**src/periph_enable_pkg.sv**
```systemverilog
package periph_enable_pkg;

    // ----------------------------------------------------------------
    // Register map
    // ----------------------------------------------------------------
    localparam logic [15:0] CFG_OFFSET = 16'hF024;
    localparam int CFG_WIDTH = 5;
    localparam logic [4:0] CFG_RESET = 5'h05;
    localparam logic [4:0] CFG_ALL_ENABLED = 5'h1F;
    localparam logic [15:0] RDATA_IDLE = 16'h0000;

    // ----------------------------------------------------------------
    // Field positions of the enable register
    // ----------------------------------------------------------------
    localparam int FIRST_CAN_ENABLE = 0;
    localparam int SECOND_CAN_ENABLE = 1;
    localparam int SMALL_XRAM_ENABLE = 2;
    localparam int LARGE_XRAM_ENABLE = 3;
    localparam int RTC_BLOCK_ENABLE = 4;

    // ----------------------------------------------------------------
    // Address windows, inclusive bounds
    // ----------------------------------------------------------------
    localparam logic [23:0] CAN1_LO = 24'h00EF00;
    localparam logic [23:0] CAN1_HI = 24'h00EFFF;
    localparam logic [23:0] CAN2_LO = 24'h00EE00;
    localparam logic [23:0] CAN2_HI = 24'h00EEFF;
    localparam logic [23:0] RTC_LO = 24'h00EC00;
    localparam logic [23:0] RTC_HI = 24'h00ECFF;
    localparam logic [23:0] XRAM1_LO = 24'h00E000;
    localparam logic [23:0] XRAM1_HI = 24'h00E7FF;
    localparam logic [23:0] XRAM2_LO = 24'h00C000;
    localparam logic [23:0] XRAM2_HI = 24'h00DFFF;

endpackage

```
**src/decode_if.sv**
```systemverilog
`timescale 1ns/1ps
// Carries one access address and the effective enables to the window
// decoder, and the routing verdict back.
interface decode_if;
    logic [23:0] addr;
    logic [4:0] en;
    logic to_can1;
    logic to_can2;
    logic to_rtc;
    logic to_xram1;
    logic to_xram2;
    logic to_external;
    logic blocked;
    logic in_can_window;

    modport decoder (
        input addr,
        input en,
        output to_can1,
        output to_can2,
        output to_rtc,
        output to_xram1,
        output to_xram2,
        output to_external,
        output blocked,
        output in_can_window
    );

    modport user (
        output addr,
        output en,
        input to_can1,
        input to_can2,
        input to_rtc,
        input to_xram1,
        input to_xram2,
        input to_external,
        input blocked,
        input in_can_window
    );
endinterface // decode_if

```
**src/window_decoder.sv**
```systemverilog
`timescale 1ns/1ps
module window_decoder (
    decode_if.decoder dif
);

    // ----------------------------------------------------------------
    // Window hits
    // ----------------------------------------------------------------
    logic hit_can1;
    logic hit_can2;
    logic hit_rtc;
    logic hit_x1;
    logic hit_x2;
    logic any_can;

    // Range compares on the full address so higher segments never alias.
    assign hit_can1 = (dif.addr >= periph_enable_pkg::CAN1_LO) &&
                      (dif.addr <= periph_enable_pkg::CAN1_HI);
    assign hit_can2 = (dif.addr >= periph_enable_pkg::CAN2_LO) &&
                      (dif.addr <= periph_enable_pkg::CAN2_HI);
    assign hit_rtc = (dif.addr >= periph_enable_pkg::RTC_LO) &&
                     (dif.addr <= periph_enable_pkg::RTC_HI);
    assign hit_x1 = (dif.addr >= periph_enable_pkg::XRAM1_LO) &&
                    (dif.addr <= periph_enable_pkg::XRAM1_HI);
    assign hit_x2 = (dif.addr >= periph_enable_pkg::XRAM2_LO) &&
                    (dif.addr <= periph_enable_pkg::XRAM2_HI);
    assign any_can = dif.en[periph_enable_pkg::FIRST_CAN_ENABLE] |
                     dif.en[periph_enable_pkg::SECOND_CAN_ENABLE];

    // ----------------------------------------------------------------
    // Routing verdict
    // ----------------------------------------------------------------
    // A disabled CAN or clock window stays blocked while either CAN is on,
    // because the CAN block still owns the whole combined area then.
    always_comb begin
        dif.to_can1 = hit_can1 & dif.en[periph_enable_pkg::FIRST_CAN_ENABLE];
        dif.to_can2 = hit_can2 & dif.en[periph_enable_pkg::SECOND_CAN_ENABLE];
        dif.to_rtc = hit_rtc & dif.en[periph_enable_pkg::RTC_BLOCK_ENABLE];
        dif.to_xram1 = hit_x1 & dif.en[periph_enable_pkg::SMALL_XRAM_ENABLE];
        dif.to_xram2 = hit_x2 & dif.en[periph_enable_pkg::LARGE_XRAM_ENABLE];
        dif.blocked = ((hit_can1 | hit_can2 | hit_rtc) & any_can) &
                      ~(dif.to_can1 | dif.to_can2 | dif.to_rtc);
        dif.to_external = ~(dif.to_can1 | dif.to_can2 | dif.to_rtc |
                            dif.to_xram1 | dif.to_xram2 | dif.blocked);
        dif.in_can_window = hit_can1 | hit_can2;
    end

endmodule // window_decoder

```
**src/onchip_peripheral_enable_decoder.sv**
```systemverilog
`timescale 1ns/1ps
// Behaviour
// - Reset value 05h: CAN1, small RAM on.
// - CAN1 off: blocked, its port pins freed.
// - CAN2 off: blocked, its port pins freed.
// - CAN1 window external only if both off.
// - CAN2 window external only if both off.
// - Small RAM window: internal if enabled, else external.
// - Large RAM window: internal if enabled, else external.
// - Clock off: blocked; external only if CANs off.
// - Both CANs off: CAN area goes external.
// - Global enable set locks register against writes.
// - Mode_a mode forces every enable bit set.
// - Clock enable and oscillator-off select decide oscillator stop at power-down.
module onchip_peripheral_enable_decoder #(
    parameter int ADDR_WIDTH = 24
) (
    input wire logic clk,
    input wire logic nrst,
    input wire logic [15:0] reg_addr,
    input wire logic [15:0] reg_wdata,
    input wire logic reg_wr,
    input wire logic reg_rd,
    output logic [15:0] reg_rdata,
    input wire logic global_xperiph_enable,
    input wire logic mode_a,
    input wire logic powerdown_req,
    input wire logic oscillator_off_select,
    input wire logic acc_valid,
    input wire logic [ADDR_WIDTH-1:0] acc_addr,
    output logic route_valid,
    output logic route_can1,
    output logic route_can2,
    output logic route_rtc,
    output logic route_xram1,
    output logic route_xram2,
    output logic route_external,
    output logic route_blocked,
    output logic can1_pins_gpio,
    output logic can2_pins_gpio,
    output logic rtc_osc_stop
);

    // ----------------------------------------------------------------
    // Elaboration checks
    // ----------------------------------------------------------------
    // The windows are compared as 24-bit addresses.
    generate
        if (ADDR_WIDTH != 24) begin : g_bad_width
            $error("ADDR_WIDTH must be 24");
        end
    endgenerate

    // ----------------------------------------------------------------
    // State
    // ----------------------------------------------------------------
    typedef struct packed {
        logic [4:0] cfg;
        logic locked;
        logic mode_meta;
        logic mode_sync;
        logic [15:0] rdata;
        logic valid;
        logic can1;
        logic can2;
        logic rtc;
        logic xram1;
        logic xram2;
        logic external;
        logic blocked;
        logic gpio1;
        logic gpio2;
        logic osc_stop;
    } state_s;

    state_s st;
    state_s next_st;

    logic [4:0] eff_en;
    logic cfg_hit;
    logic lock_now;

    decode_if dif ();

    // ----------------------------------------------------------------
    // Window decoder
    // ----------------------------------------------------------------
    window_decoder u_dec (
        .dif(dif.decoder)
    );

    // Decoder sees the effective enables, so mode_a reroutes once synchronised.
    assign dif.addr = acc_addr;
    assign dif.en = eff_en;

    // ----------------------------------------------------------------
    // Derived terms
    // ----------------------------------------------------------------
    // Mode_a only ever adds enables; the stored bits stay untouched so
    // leaving mode_a restores the programmed map.
    assign eff_en = st.mode_sync ? periph_enable_pkg::CFG_ALL_ENABLED : st.cfg;
    assign cfg_hit = (reg_addr == periph_enable_pkg::CFG_OFFSET);
    // The lock takes effect in the same cycle the global enable rises.
    assign lock_now = st.locked | global_xperiph_enable;

    // ----------------------------------------------------------------
    // Next state
    // ----------------------------------------------------------------
    always_comb begin
        next_st = st;

        // The mode_a strap comes from a pin and is synchronised first.
        next_st.mode_meta = mode_a;
        next_st.mode_sync = st.mode_meta;

        // Once locked, the register never opens again until reset.
        next_st.locked = lock_now;

        // Only the five enable bits are stored; the rest is dropped.
        if (reg_wr && cfg_hit && !lock_now) begin
            next_st.cfg = reg_wdata[periph_enable_pkg::CFG_WIDTH-1:0];
        end

        // Read data stand for one cycle only; unmapped reads return zero.
        next_st.rdata = periph_enable_pkg::RDATA_IDLE;
        if (reg_rd && cfg_hit) begin
            next_st.rdata = {11'h000, eff_en};
        end

        // Routing verdict for the access presented this cycle.
        next_st.valid = acc_valid;
        next_st.can1 = acc_valid & dif.to_can1;
        next_st.can2 = acc_valid & dif.to_can2;
        next_st.rtc = acc_valid & dif.to_rtc;
        next_st.xram1 = acc_valid & dif.to_xram1;
        next_st.xram2 = acc_valid & dif.to_xram2;
        next_st.external = acc_valid & dif.to_external;
        next_st.blocked = acc_valid & dif.blocked;

        // A disabled CAN hands its two port pins to general I/O.
        next_st.gpio1 = ~eff_en[periph_enable_pkg::FIRST_CAN_ENABLE];
        next_st.gpio2 = ~eff_en[periph_enable_pkg::SECOND_CAN_ENABLE];

        // Without the clock block the oscillator always stops in power-down.
        next_st.osc_stop = powerdown_req &
                           (~eff_en[periph_enable_pkg::RTC_BLOCK_ENABLE] |
                            oscillator_off_select);
    end

    // ----------------------------------------------------------------
    // State register
    // ----------------------------------------------------------------
    always_ff @(posedge clk) begin
        if (!nrst) begin
            st <= '0;
            st.cfg <= periph_enable_pkg::CFG_RESET;
            st.gpio2 <= 1'b1;
            st.osc_stop <= 1'b0;
        end else begin
            st <= next_st;
        end
    end

    // ----------------------------------------------------------------
    // Outputs
    // ----------------------------------------------------------------
    // Every output is a plain copy of a state bit.
    assign reg_rdata = st.rdata;
    assign route_valid = st.valid;
    assign route_can1 = st.can1;
    assign route_can2 = st.can2;
    assign route_rtc = st.rtc;
    assign route_xram1 = st.xram1;
    assign route_xram2 = st.xram2;
    assign route_external = st.external;
    assign route_blocked = st.blocked;
    assign can1_pins_gpio = st.gpio1;
    assign can2_pins_gpio = st.gpio2;
    assign rtc_osc_stop = st.osc_stop;

    // ----------------------------------------------------------------
    // Assertions
    // ----------------------------------------------------------------
    // The register holds 05h in the first cycle after reset release.
    property p_reset_value;
        @(posedge clk) disable iff (!nrst)
        $rose(nrst) |-> (st.cfg == 5'h05);
    endproperty
    a_reset_value: assert property (p_reset_value)
        else $error("enable register not 05h after reset");

    // With the first CAN disabled its window never reaches it.
    property p_can1_blocked;
        @(posedge clk) disable iff (!nrst)
        (acc_valid && !eff_en[0] && acc_addr[23:8] == 16'h00EF) |=>
            (!route_can1 && (route_blocked || route_external));
    endproperty
    a_can1_blocked: assert property (p_can1_blocked)
        else $error("first CAN reached while disabled");

    // Port pins follow the CAN enables one cycle later.
    property p_pins_free;
        @(posedge clk) disable iff (!nrst)
        1'b1 |=> (can1_pins_gpio == !$past(eff_en[0])) &&
                 (can2_pins_gpio == !$past(eff_en[1]));
    endproperty
    a_pins_free: assert property (p_pins_free)
        else $error("CAN pin release wrong");

    // A CAN window goes outside only when both CANs are disabled.
    property p_can_external;
        @(posedge clk) disable iff (!nrst)
        (acc_valid && (acc_addr[23:8] == 16'h00EE || acc_addr[23:8] == 16'h00EF)) |=>
            (route_external == ($past(eff_en[1:0]) == 2'b00));
    endproperty
    a_can_external: assert property (p_can_external)
        else $error("CAN area routed wrongly");

    // Second CAN window with only the first CAN on is blocked.
    property p_can2_blocked;
        @(posedge clk) disable iff (!nrst)
        (acc_valid && eff_en[1:0] == 2'b01 && acc_addr[23:8] == 16'h00EE) |=>
            (route_blocked && !route_can2);
    endproperty
    a_can2_blocked: assert property (p_can2_blocked)
        else $error("second CAN window not blocked");

    // First CAN window with only the second CAN on is blocked.
    property p_can1_held;
        @(posedge clk) disable iff (!nrst)
        (acc_valid && eff_en[1:0] == 2'b10 && acc_addr[23:8] == 16'h00EF) |=>
            route_blocked;
    endproperty
    a_can1_held: assert property (p_can1_held)
        else $error("first CAN window not blocked");

    // Small RAM window follows its enable bit.
    property p_xram1;
        @(posedge clk) disable iff (!nrst)
        (acc_valid && acc_addr >= 24'h00E000 && acc_addr <= 24'h00E7FF) |=>
            (route_xram1 == $past(eff_en[2])) && (route_external == !$past(eff_en[2]));
    endproperty
    a_xram1: assert property (p_xram1)
        else $error("small RAM window misrouted");

    // Large RAM window follows its enable bit.
    property p_xram2;
        @(posedge clk) disable iff (!nrst)
        (acc_valid && acc_addr >= 24'h00C000 && acc_addr <= 24'h00DFFF) |=>
            (route_xram2 == $past(eff_en[3])) && (route_external == !$past(eff_en[3]));
    endproperty
    a_xram2: assert property (p_xram2)
        else $error("large RAM window misrouted");

    // Clock window when disabled: never internal, blocked while a CAN is on.
    property p_rtc;
        @(posedge clk) disable iff (!nrst)
        (acc_valid && acc_addr[23:8] == 16'h00EC && !eff_en[4]) |=>
            (!route_rtc && (route_blocked == ($past(eff_en[1:0]) != 2'b00)));
    endproperty
    a_rtc: assert property (p_rtc)
        else $error("clock window misrouted");

    // A locked register ignores writes.
    property p_locked;
        @(posedge clk) disable iff (!nrst)
        (lock_now && reg_wr) |=> $stable(st.cfg) && st.locked;
    endproperty
    a_locked: assert property (p_locked)
        else $error("write changed locked register");

    // Mode_a reads back all enables two cycles after the strap rises.
    property p_mode_a;
        @(posedge clk) disable iff (!nrst)
        (mode_a ##1 mode_a ##1 (reg_rd && cfg_hit)) |=> (reg_rdata == 16'h001F);
    endproperty
    a_mode_a: assert property (p_mode_a)
        else $error("mode_a did not force enables");

    // Oscillator stop follows power-down and the clock enable.
    property p_osc;
        @(posedge clk) disable iff (!nrst)
        (powerdown_req && !eff_en[4]) |=> rtc_osc_stop;
    endproperty
    a_osc: assert property (p_osc)
        else $error("oscillator not stopped in power-down");

    // An open write stores the low five bits and upper bits read zero.
    property p_write_read;
        @(posedge clk) disable iff (!nrst)
        (reg_wr && cfg_hit && !lock_now && !st.mode_sync && !mode_a)
            ##1 (reg_rd && cfg_hit && !st.mode_sync) |=>
            (reg_rdata == {11'h000, $past(reg_wdata[4:0], 2)});
    endproperty
    a_write_read: assert property (p_write_read)
        else $error("write then read mismatch");

    // Read data stand only in the cycle after a mapped read.
    property p_rdata_idle;
        @(posedge clk) disable iff (!nrst)
        !(reg_rd && cfg_hit) |=> (reg_rdata == 16'h0000);
    endproperty
    a_rdata_idle: assert property (p_rdata_idle)
        else $error("read data shown outside a read");

    // Every access gets exactly one verdict in the following cycle.
    property p_one_verdict;
        @(posedge clk) disable iff (!nrst)
        acc_valid |=> route_valid && $onehot({route_can1, route_can2, route_rtc,
            route_xram1, route_xram2, route_external, route_blocked});
    endproperty
    a_one_verdict: assert property (p_one_verdict)
        else $error("access verdict not one-hot");

    // No valid, external or blocked verdict is shown without an access one cycle earlier.
    property p_idle_quiet;
        @(posedge clk) disable iff (!nrst)
        !acc_valid |=> (!route_valid && !route_external && !route_blocked);
    endproperty
    a_idle_quiet: assert property (p_idle_quiet)
        else $error("verdict without an access");

    // The global enable sets the stored lock bit from the next cycle on.
    property p_lock_set;
        @(posedge clk) disable iff (!nrst)
        global_xperiph_enable |=> st.locked;
    endproperty
    a_lock_set: assert property (p_lock_set)
        else $error("global enable did not lock");

    // Pin release and oscillator stop start from the reset enables.
    property p_reset_pins;
        @(posedge clk) disable iff (!nrst)
        $rose(nrst) |-> (!can1_pins_gpio && can2_pins_gpio && !rtc_osc_stop);
    endproperty
    a_reset_pins: assert property (p_reset_pins)
        else $error("pin levels wrong after reset");

    // Without a power-down request the oscillator never stops.
    property p_osc_run;
        @(posedge clk) disable iff (!nrst)
        !powerdown_req |=> !rtc_osc_stop;
    endproperty
    a_osc_run: assert property (p_osc_run)
        else $error("oscillator stopped outside power-down");

    // With the clock block on, the oscillator-off bit decides.
    property p_osc_select;
        @(posedge clk) disable iff (!nrst)
        (powerdown_req && eff_en[4]) |=> (rtc_osc_stop == $past(oscillator_off_select));
    endproperty
    a_osc_select: assert property (p_osc_select)
        else $error("oscillator-off choice ignored");

endmodule // onchip_peripheral_enable_decoder

```
**config.mk**
```make
export PLATFORM = sky130hd
export DESIGN_NAME = onchip_peripheral_enable_decoder
export DESIGN_NICKNAME = d
export VERILOG_FILES = /design/src/periph_enable_pkg.sv /design/src/decode_if.sv /design/src/window_decoder.sv /design/src/onchip_peripheral_enable_decoder.sv
export SDC_FILE = /design/constraint.sdc
export NUM_CORES = 1
export LEC_CHECK = 0
export BUFFER_PORTS_ARGS = -buffer_cell sky130_fd_sc_hd__buf_2
export CAP_MARGIN = 15
export CORE_AREA = 5 5 63 65
export CTS_CLUSTER_DIAMETER = 120
export DETAILED_ROUTE_END_ITERATION = 8
export DIE_AREA = 0 0 68 70
export PLACE_DENSITY = 0.75
export SLEW_MARGIN = 20
export SYNTH_ARGS = -nofsm -noshare
export SYNTH_HDL_FRONTEND = slang
export SYNTH_SLANG_ARGS = --single-unit
```
**constraint.sdc**
```tcl
create_clock -name clk -period 1.2 [get_ports clk]
set_input_delay 0.18 -clock clk [delete_from_list [all_inputs] [get_ports clk]]
set_output_delay 0.18 -clock clk [all_outputs]
set_load 0.01 [all_outputs]
```
# Word level (Yosys, flattened, before mapping)
# Index checks and enable logic that the tools add are counted.
# op_classes
n_lt_le_gt_ge	10
n_eq_ne	1
muxes	1
bitwise_logic	30
n_reduce_logical	10
# ops
operator	count
greater-or-equal comparator 24 x 16 -> 1 bit (second input constant)	5
<= comparator 24 x 16 -> 1 bit (second input constant)	5
equality test 16 bit (second input constant)	1
AND 1 bit	15
bitwise OR 1 bit	10
logical AND 1 bit	8
two-way mux 5 bit	1
inverter 1 bit	5
AND reduction 2 bit	1
zero test 1 bit	1
# totals
register_bits	35
input_bits	65
out_inout_bits	27
word_cells	69

# Depth between registers and ports, before layout
# depth
depth_word	10
ltp_mapped	5
ltp_nobuf	5

# Modules after synthesis
# Synthesis repeated with hierarchy kept, for this count alone.
# unflattened
hier_cells	131
hier_area_um2	1197.4
# by_module_without_submodules
module	instances	cells_per_inst	area_per_inst_um2	seq_area_each_um2
onchip_peripheral_enable_decoder	1	94	960.9	480.5
window_decoder	1	37	236.5	0.0

# Worst setup path after synthesis
# No wires, ideal clock.
# synth_path
path_type	in2reg
from	input port acc_addr[18]
to	register st, in the netlist route_can2
arrival_ns	1.057
required_ns	1.113
setup_slack_ns	0.057
path_stages	4
path_buffers	0
path_cell_list	nor4_4 > nand4_2 > or2_4 > nor4b_4
# synth_between
elab_chain_cells	4
elab_cells_between_ends	5
# synth_rtl
item	line_no	text
start: declaration	onchip_peripheral_enable_decoder.sv:30	input wire logic [ADDR_WIDTH-1:0] acc_addr,
greater-or-equal comparator 24 x 16 -> 1 bit / <= comparator 24 x 16 -> 1 bit (equally long branches)	window_decoder.sv:19, window_decoder.sv:20	
logical AND 1 bit (*)	window_decoder.sv:19	assign hit_can2 = (dif.addr >= periph_enable_pkg::CAN2_LO) &&
AND 1 bit (*)	window_decoder.sv:37	dif.to_can2 = hit_can2 & dif.en[periph_enable_pkg::SECOND_CAN_ENABLE];
AND 1 bit (*)	onchip_peripheral_enable_decoder.sv:133	next_st.can2 = acc_valid & dif.to_can2;
end signal: assignment	onchip_peripheral_enable_decoder.sv:160	st <= next_st;
end: declaration	onchip_peripheral_enable_decoder.sv:76	state_s st;
# Mark *: on every way between the ends. The rest lies on a longest branch, timed or not.
# A chain may end at the register's enable or synchronous reset.

# Worst setup path in the final report
# layout_path
from	register st[32] in the netlist's numbering
to	register st, in the netlist route_external
# layout_between
elab_chain_cells	7
# layout_rtl
item	line_no	text
two-way mux 5 bit	onchip_peripheral_enable_decoder.sv:101	assign eff_en = st.mode_sync ? periph_enable_pkg::CFG_ALL_ENABLED : st.cfg;
AND 1 bit	window_decoder.sv:39	dif.to_xram1 = hit_x1 & dif.en[periph_enable_pkg::SMALL_XRAM_ENABLE];
bitwise OR 1 bit	window_decoder.sv:43	dif.to_external = ~(dif.to_can1 | dif.to_can2 | dif.to_rtc |
bitwise OR 1 bit (2 in a row)	window_decoder.sv:44	dif.to_xram1 | dif.to_xram2 | dif.blocked);
inverter 1 bit	window_decoder.sv:43	
AND 1 bit	onchip_peripheral_enable_decoder.sv:137	next_st.external = acc_valid & dif.to_external;
# No other way between the ends.

==> impl_metrics.py <==
metrics = {
    "setup_path": {
        "reg2regPathDepth": 4,
        "arrival_ns": 1.34,
        "crit_end": "route_external",
        "required_ns": 1.43,
        "cp-start-kind": "flip-flop",
        "r2r_slack_ns": 0.09,
        "r2r-end": "route_external",
        "path_class": "reg2reg",
        "crit_path_end_kind": "flip-flop",
        "crit_start": "st[32]",
        "r2r-start": "st[32]",
        "crit_fanout": 3,
    },
    "clock_network": {
        "post_cts_buffers": 0,
        "cts_buffers": 3,
        "root_buffer": "clkbuf_4",
        "cts_tree": "done",
        "path_clk_slew_ns": 0.11,
        "clk_path_buf_depth": 2,
        "worstSkewPairLatency_ns": 0.30,
        "htree_levels": 1,
        "numClockSinks": 24,
    },
    "cells_and_area": {
        "multi_input_area_um2": 503,
        "final_net_count": 240,
        "regArea_um2": 482,
        "layout-drive-gt1-share_pct": 46.2,
        "fill_cells": 338,
        "antenna_cells": 0,
        "fin_cells": 219,
        "area_delta_synth_final_pct": 29.8,
        "post-route-util_pct": 43.0,
    },
    "placement": {
        "dp_cells": 216,
        "gp_congestion": 0.807,
        "io_buffers": 61,
        "hpwlAfterDp_um": 2180,
    },
    "route": {
        "drtAntennaViolNets": 0,
        "drc_errors": 0,
        "drtIter0Drc": 47,
        "wl_um": 2450,
        "wl_per_cell_um": 11.2,
        "vias_per_cell": 4.44,
        "first_pass_iters": 4,
        "vias": 972,
    },
    "min_path": {
        "hold_depth": 2,
        "min_path_type": "in2reg",
    },
    "yosys": {
        "ys_seq_area_share_pct": 44.2,
        "ys_ff_latch": 24,
        "synth_cell_types": 34,
        "synth_area_um2": 1090,
        "syn_area_per_cell_um2": 9.62,
        "ys_warn_count": 0,
        "netlist_instances": 113,
    },
    "global_route": {
        "grt_pass1_vias": 902,
        "antenna_found_initial": 0,
        "grtUsageTotal_pct": 10.0,
        "grt_max_degree": 13,
        "grt-ovfl-total": 0,
        "grt_pass1_wl_um": 3760,
    },
    "timing": {
        "finalHoldViolations": 0,
        "clock_skew_ns": 0.00263,
        "max_freq_ghz": 0.902,
        "fin_setup_tns_ns": 0,
        "period_minus_slack_ns": 1.11,
        "setup_violations": 0,
        "finalCritPeriodShare_pct": 92.4,
        "rsz0062_at_grt": "no",
        "slew_violations": 0,
    },
    "job": {
        "cap_violations": 0,
    },
    "die": {
        "core-area_um2": 3280,
        "num_io_pins": 92,
        "die_area_um2": 4760,
        "die_h_um": 70,
        "die_w_um": 68,
        "num_rows": 21,
        "start_util_pct": 33.1,
    },
    "power_and_ir_drop": {
        "power_leakage_nw": 0.674,
        "p_per_area_nw_per_um2": 932,
        "vdd_ir_drop_max_mv": 0.316,
    },
    "run_status": {
        "outcome": "finished clean",
    },
}
layout make-up:
class / count / share of cell area (%)
multi-input cells: 78 / 35.6
flip-flops and latches: 24 / 34.1
repair buffers: 65 / 23.8
well taps: 46 / 4.08
clock buffers: 3 / 1.60
inverters: 3 / 0.798
cell families (layout without fill, tap and decap cells):
| group | Yosys count | count (layout) | synth area share, % |
|---|---|---|---|
| multiplexers | 1 | 1 | 1.04 |
| AND/OR/NAND/NOR | 48 | 48 | 31.3 |
| buffers and inverters | 21 | 71 | 13.1 |
| other | 1 | 11 | 0.345 |
| flip-flops | 24 | 24 | 44.2 |
| AO/OA/AOI/OAI | 18 | 18 | 10.0 |
critical path, cell delays in order, from the launching register on:
cell	delay, ns
dfxtp_1	0.36
mux2_2	0.28
o21ai_1	0.12
o31ai_1	0.09
a41oi_1	0.20
flip-flops by register name, summed over array words and instances (netlist names):
signal / count
route_xram1: 1
route_can1: 1
route_blocked: 1
route_rtc: 1
route_external: 1
route_can2: 1
rtc_osc_stop: 1
next_st: 1
route_xram2: 1
can2_pins_gpio: 1
st: 7
reg_rdata: 5
route_valid: 1
can1_pins_gpio: 1
timing repair:
item | CTS | global route
setup endpoints to repair | 0 | 2
hold buffers | 0 | 0
resized for setup | 0 | 3
cells in the mapped netlist, drive strengths merged:
library cell	n	area, um^2
clkbuf	1	3.75
nor4	6	73.8
nand3	4	25.0
nand2b	1	6.26
mux2	1	11.3
o21ai	8	40.0
inv	3	11.3
o31ai	1	7.51
o211a	1	10.0
conb	1	3.75
nor2	13	48.8
or2	1	8.76
a21oi	5	25.0
a2111oi	1	8.76
and4b	1	10.0
and4	1	8.76
nand2	3	11.3
nand4b	1	8.76
nor3	6	40.0
dfxtp	24	480
nand4	2	18.8
nor4b	2	32.5
nor4bb	1	10.0
buf	17	128
a41oi	2	17.5
and2	4	25.0
nor2b	2	12.5
per-stage QoR:
step                      instance area [um^2]  power [mW]  hold WS [ns]  worst slack, ns
after global routing                      1410        1.39        0.0429          0.00187
after detailed placement                  1390        1.01         0.378           -0.187
after CTS                                 1410        1.33        0.0455           0.0599
after global placement                    1390        1.01         0.380           -0.185
after floorplan                           1120       0.922         0.251           0.0565
final                                     1410        1.32        0.0495           0.0915
worst min path at each step:
stage	to	startpoint
finish	route_xram1	acc_addr[11]
global route	route_xram1	acc_addr[11]
CTS	route_xram1	acc_addr[11]
detailed placement	route_xram1	acc_addr[11]
global placement	route_xram1	acc_addr[11]
floorplan	route_rtc	acc_addr[9]
report_power, final:
group	internal, mW	switching, mW
clock network	0.117	0.208
logic	0.0871	0.0920
registers	0.808	0.00362
total	1.01	0.303
layer usage:
| layer | share of wire (%) | global-route usage [%] | vias to the layer above |
|---|---|---|---|
| li1 | - | - | 496 |
| met3 | 11 | 2.40 | 4 |
| met5 | 0 | 0 | - |
| met1 | 40 | 12.5 | 423 |
| met2 | 48 | 16.8 | 49 |
| met4 | 0.78 | 2.65 | 0 |
cell usage in the layout, fill, tap and decap left out, drive strengths merged:
| master | n |
|---|---|
| buf | 65 |
| and4 | 1 |
| and4b | 1 |
| nand4b | 1 |
| mux2 | 1 |
| and2 | 4 |
| nor4 | 6 |
| a2111oi | 1 |
| inv | 3 |
| o31ai | 1 |
| o211a | 1 |
| o21ai | 8 |
| clkbuf | 3 |
| nor2b | 2 |
| nand2 | 3 |
| or2 | 1 |
| nand3 | 4 |
| nand4 | 2 |
| nor3 | 6 |
| nor4bb | 1 |
| a41oi | 2 |
| nand2b | 1 |
| dfxtp | 24 |
| a21oi | 5 |
| conb | 11 |
| nor4b | 2 |
| nor2 | 13 |
No activity file was read; power rests on OpenSTA's default activity.
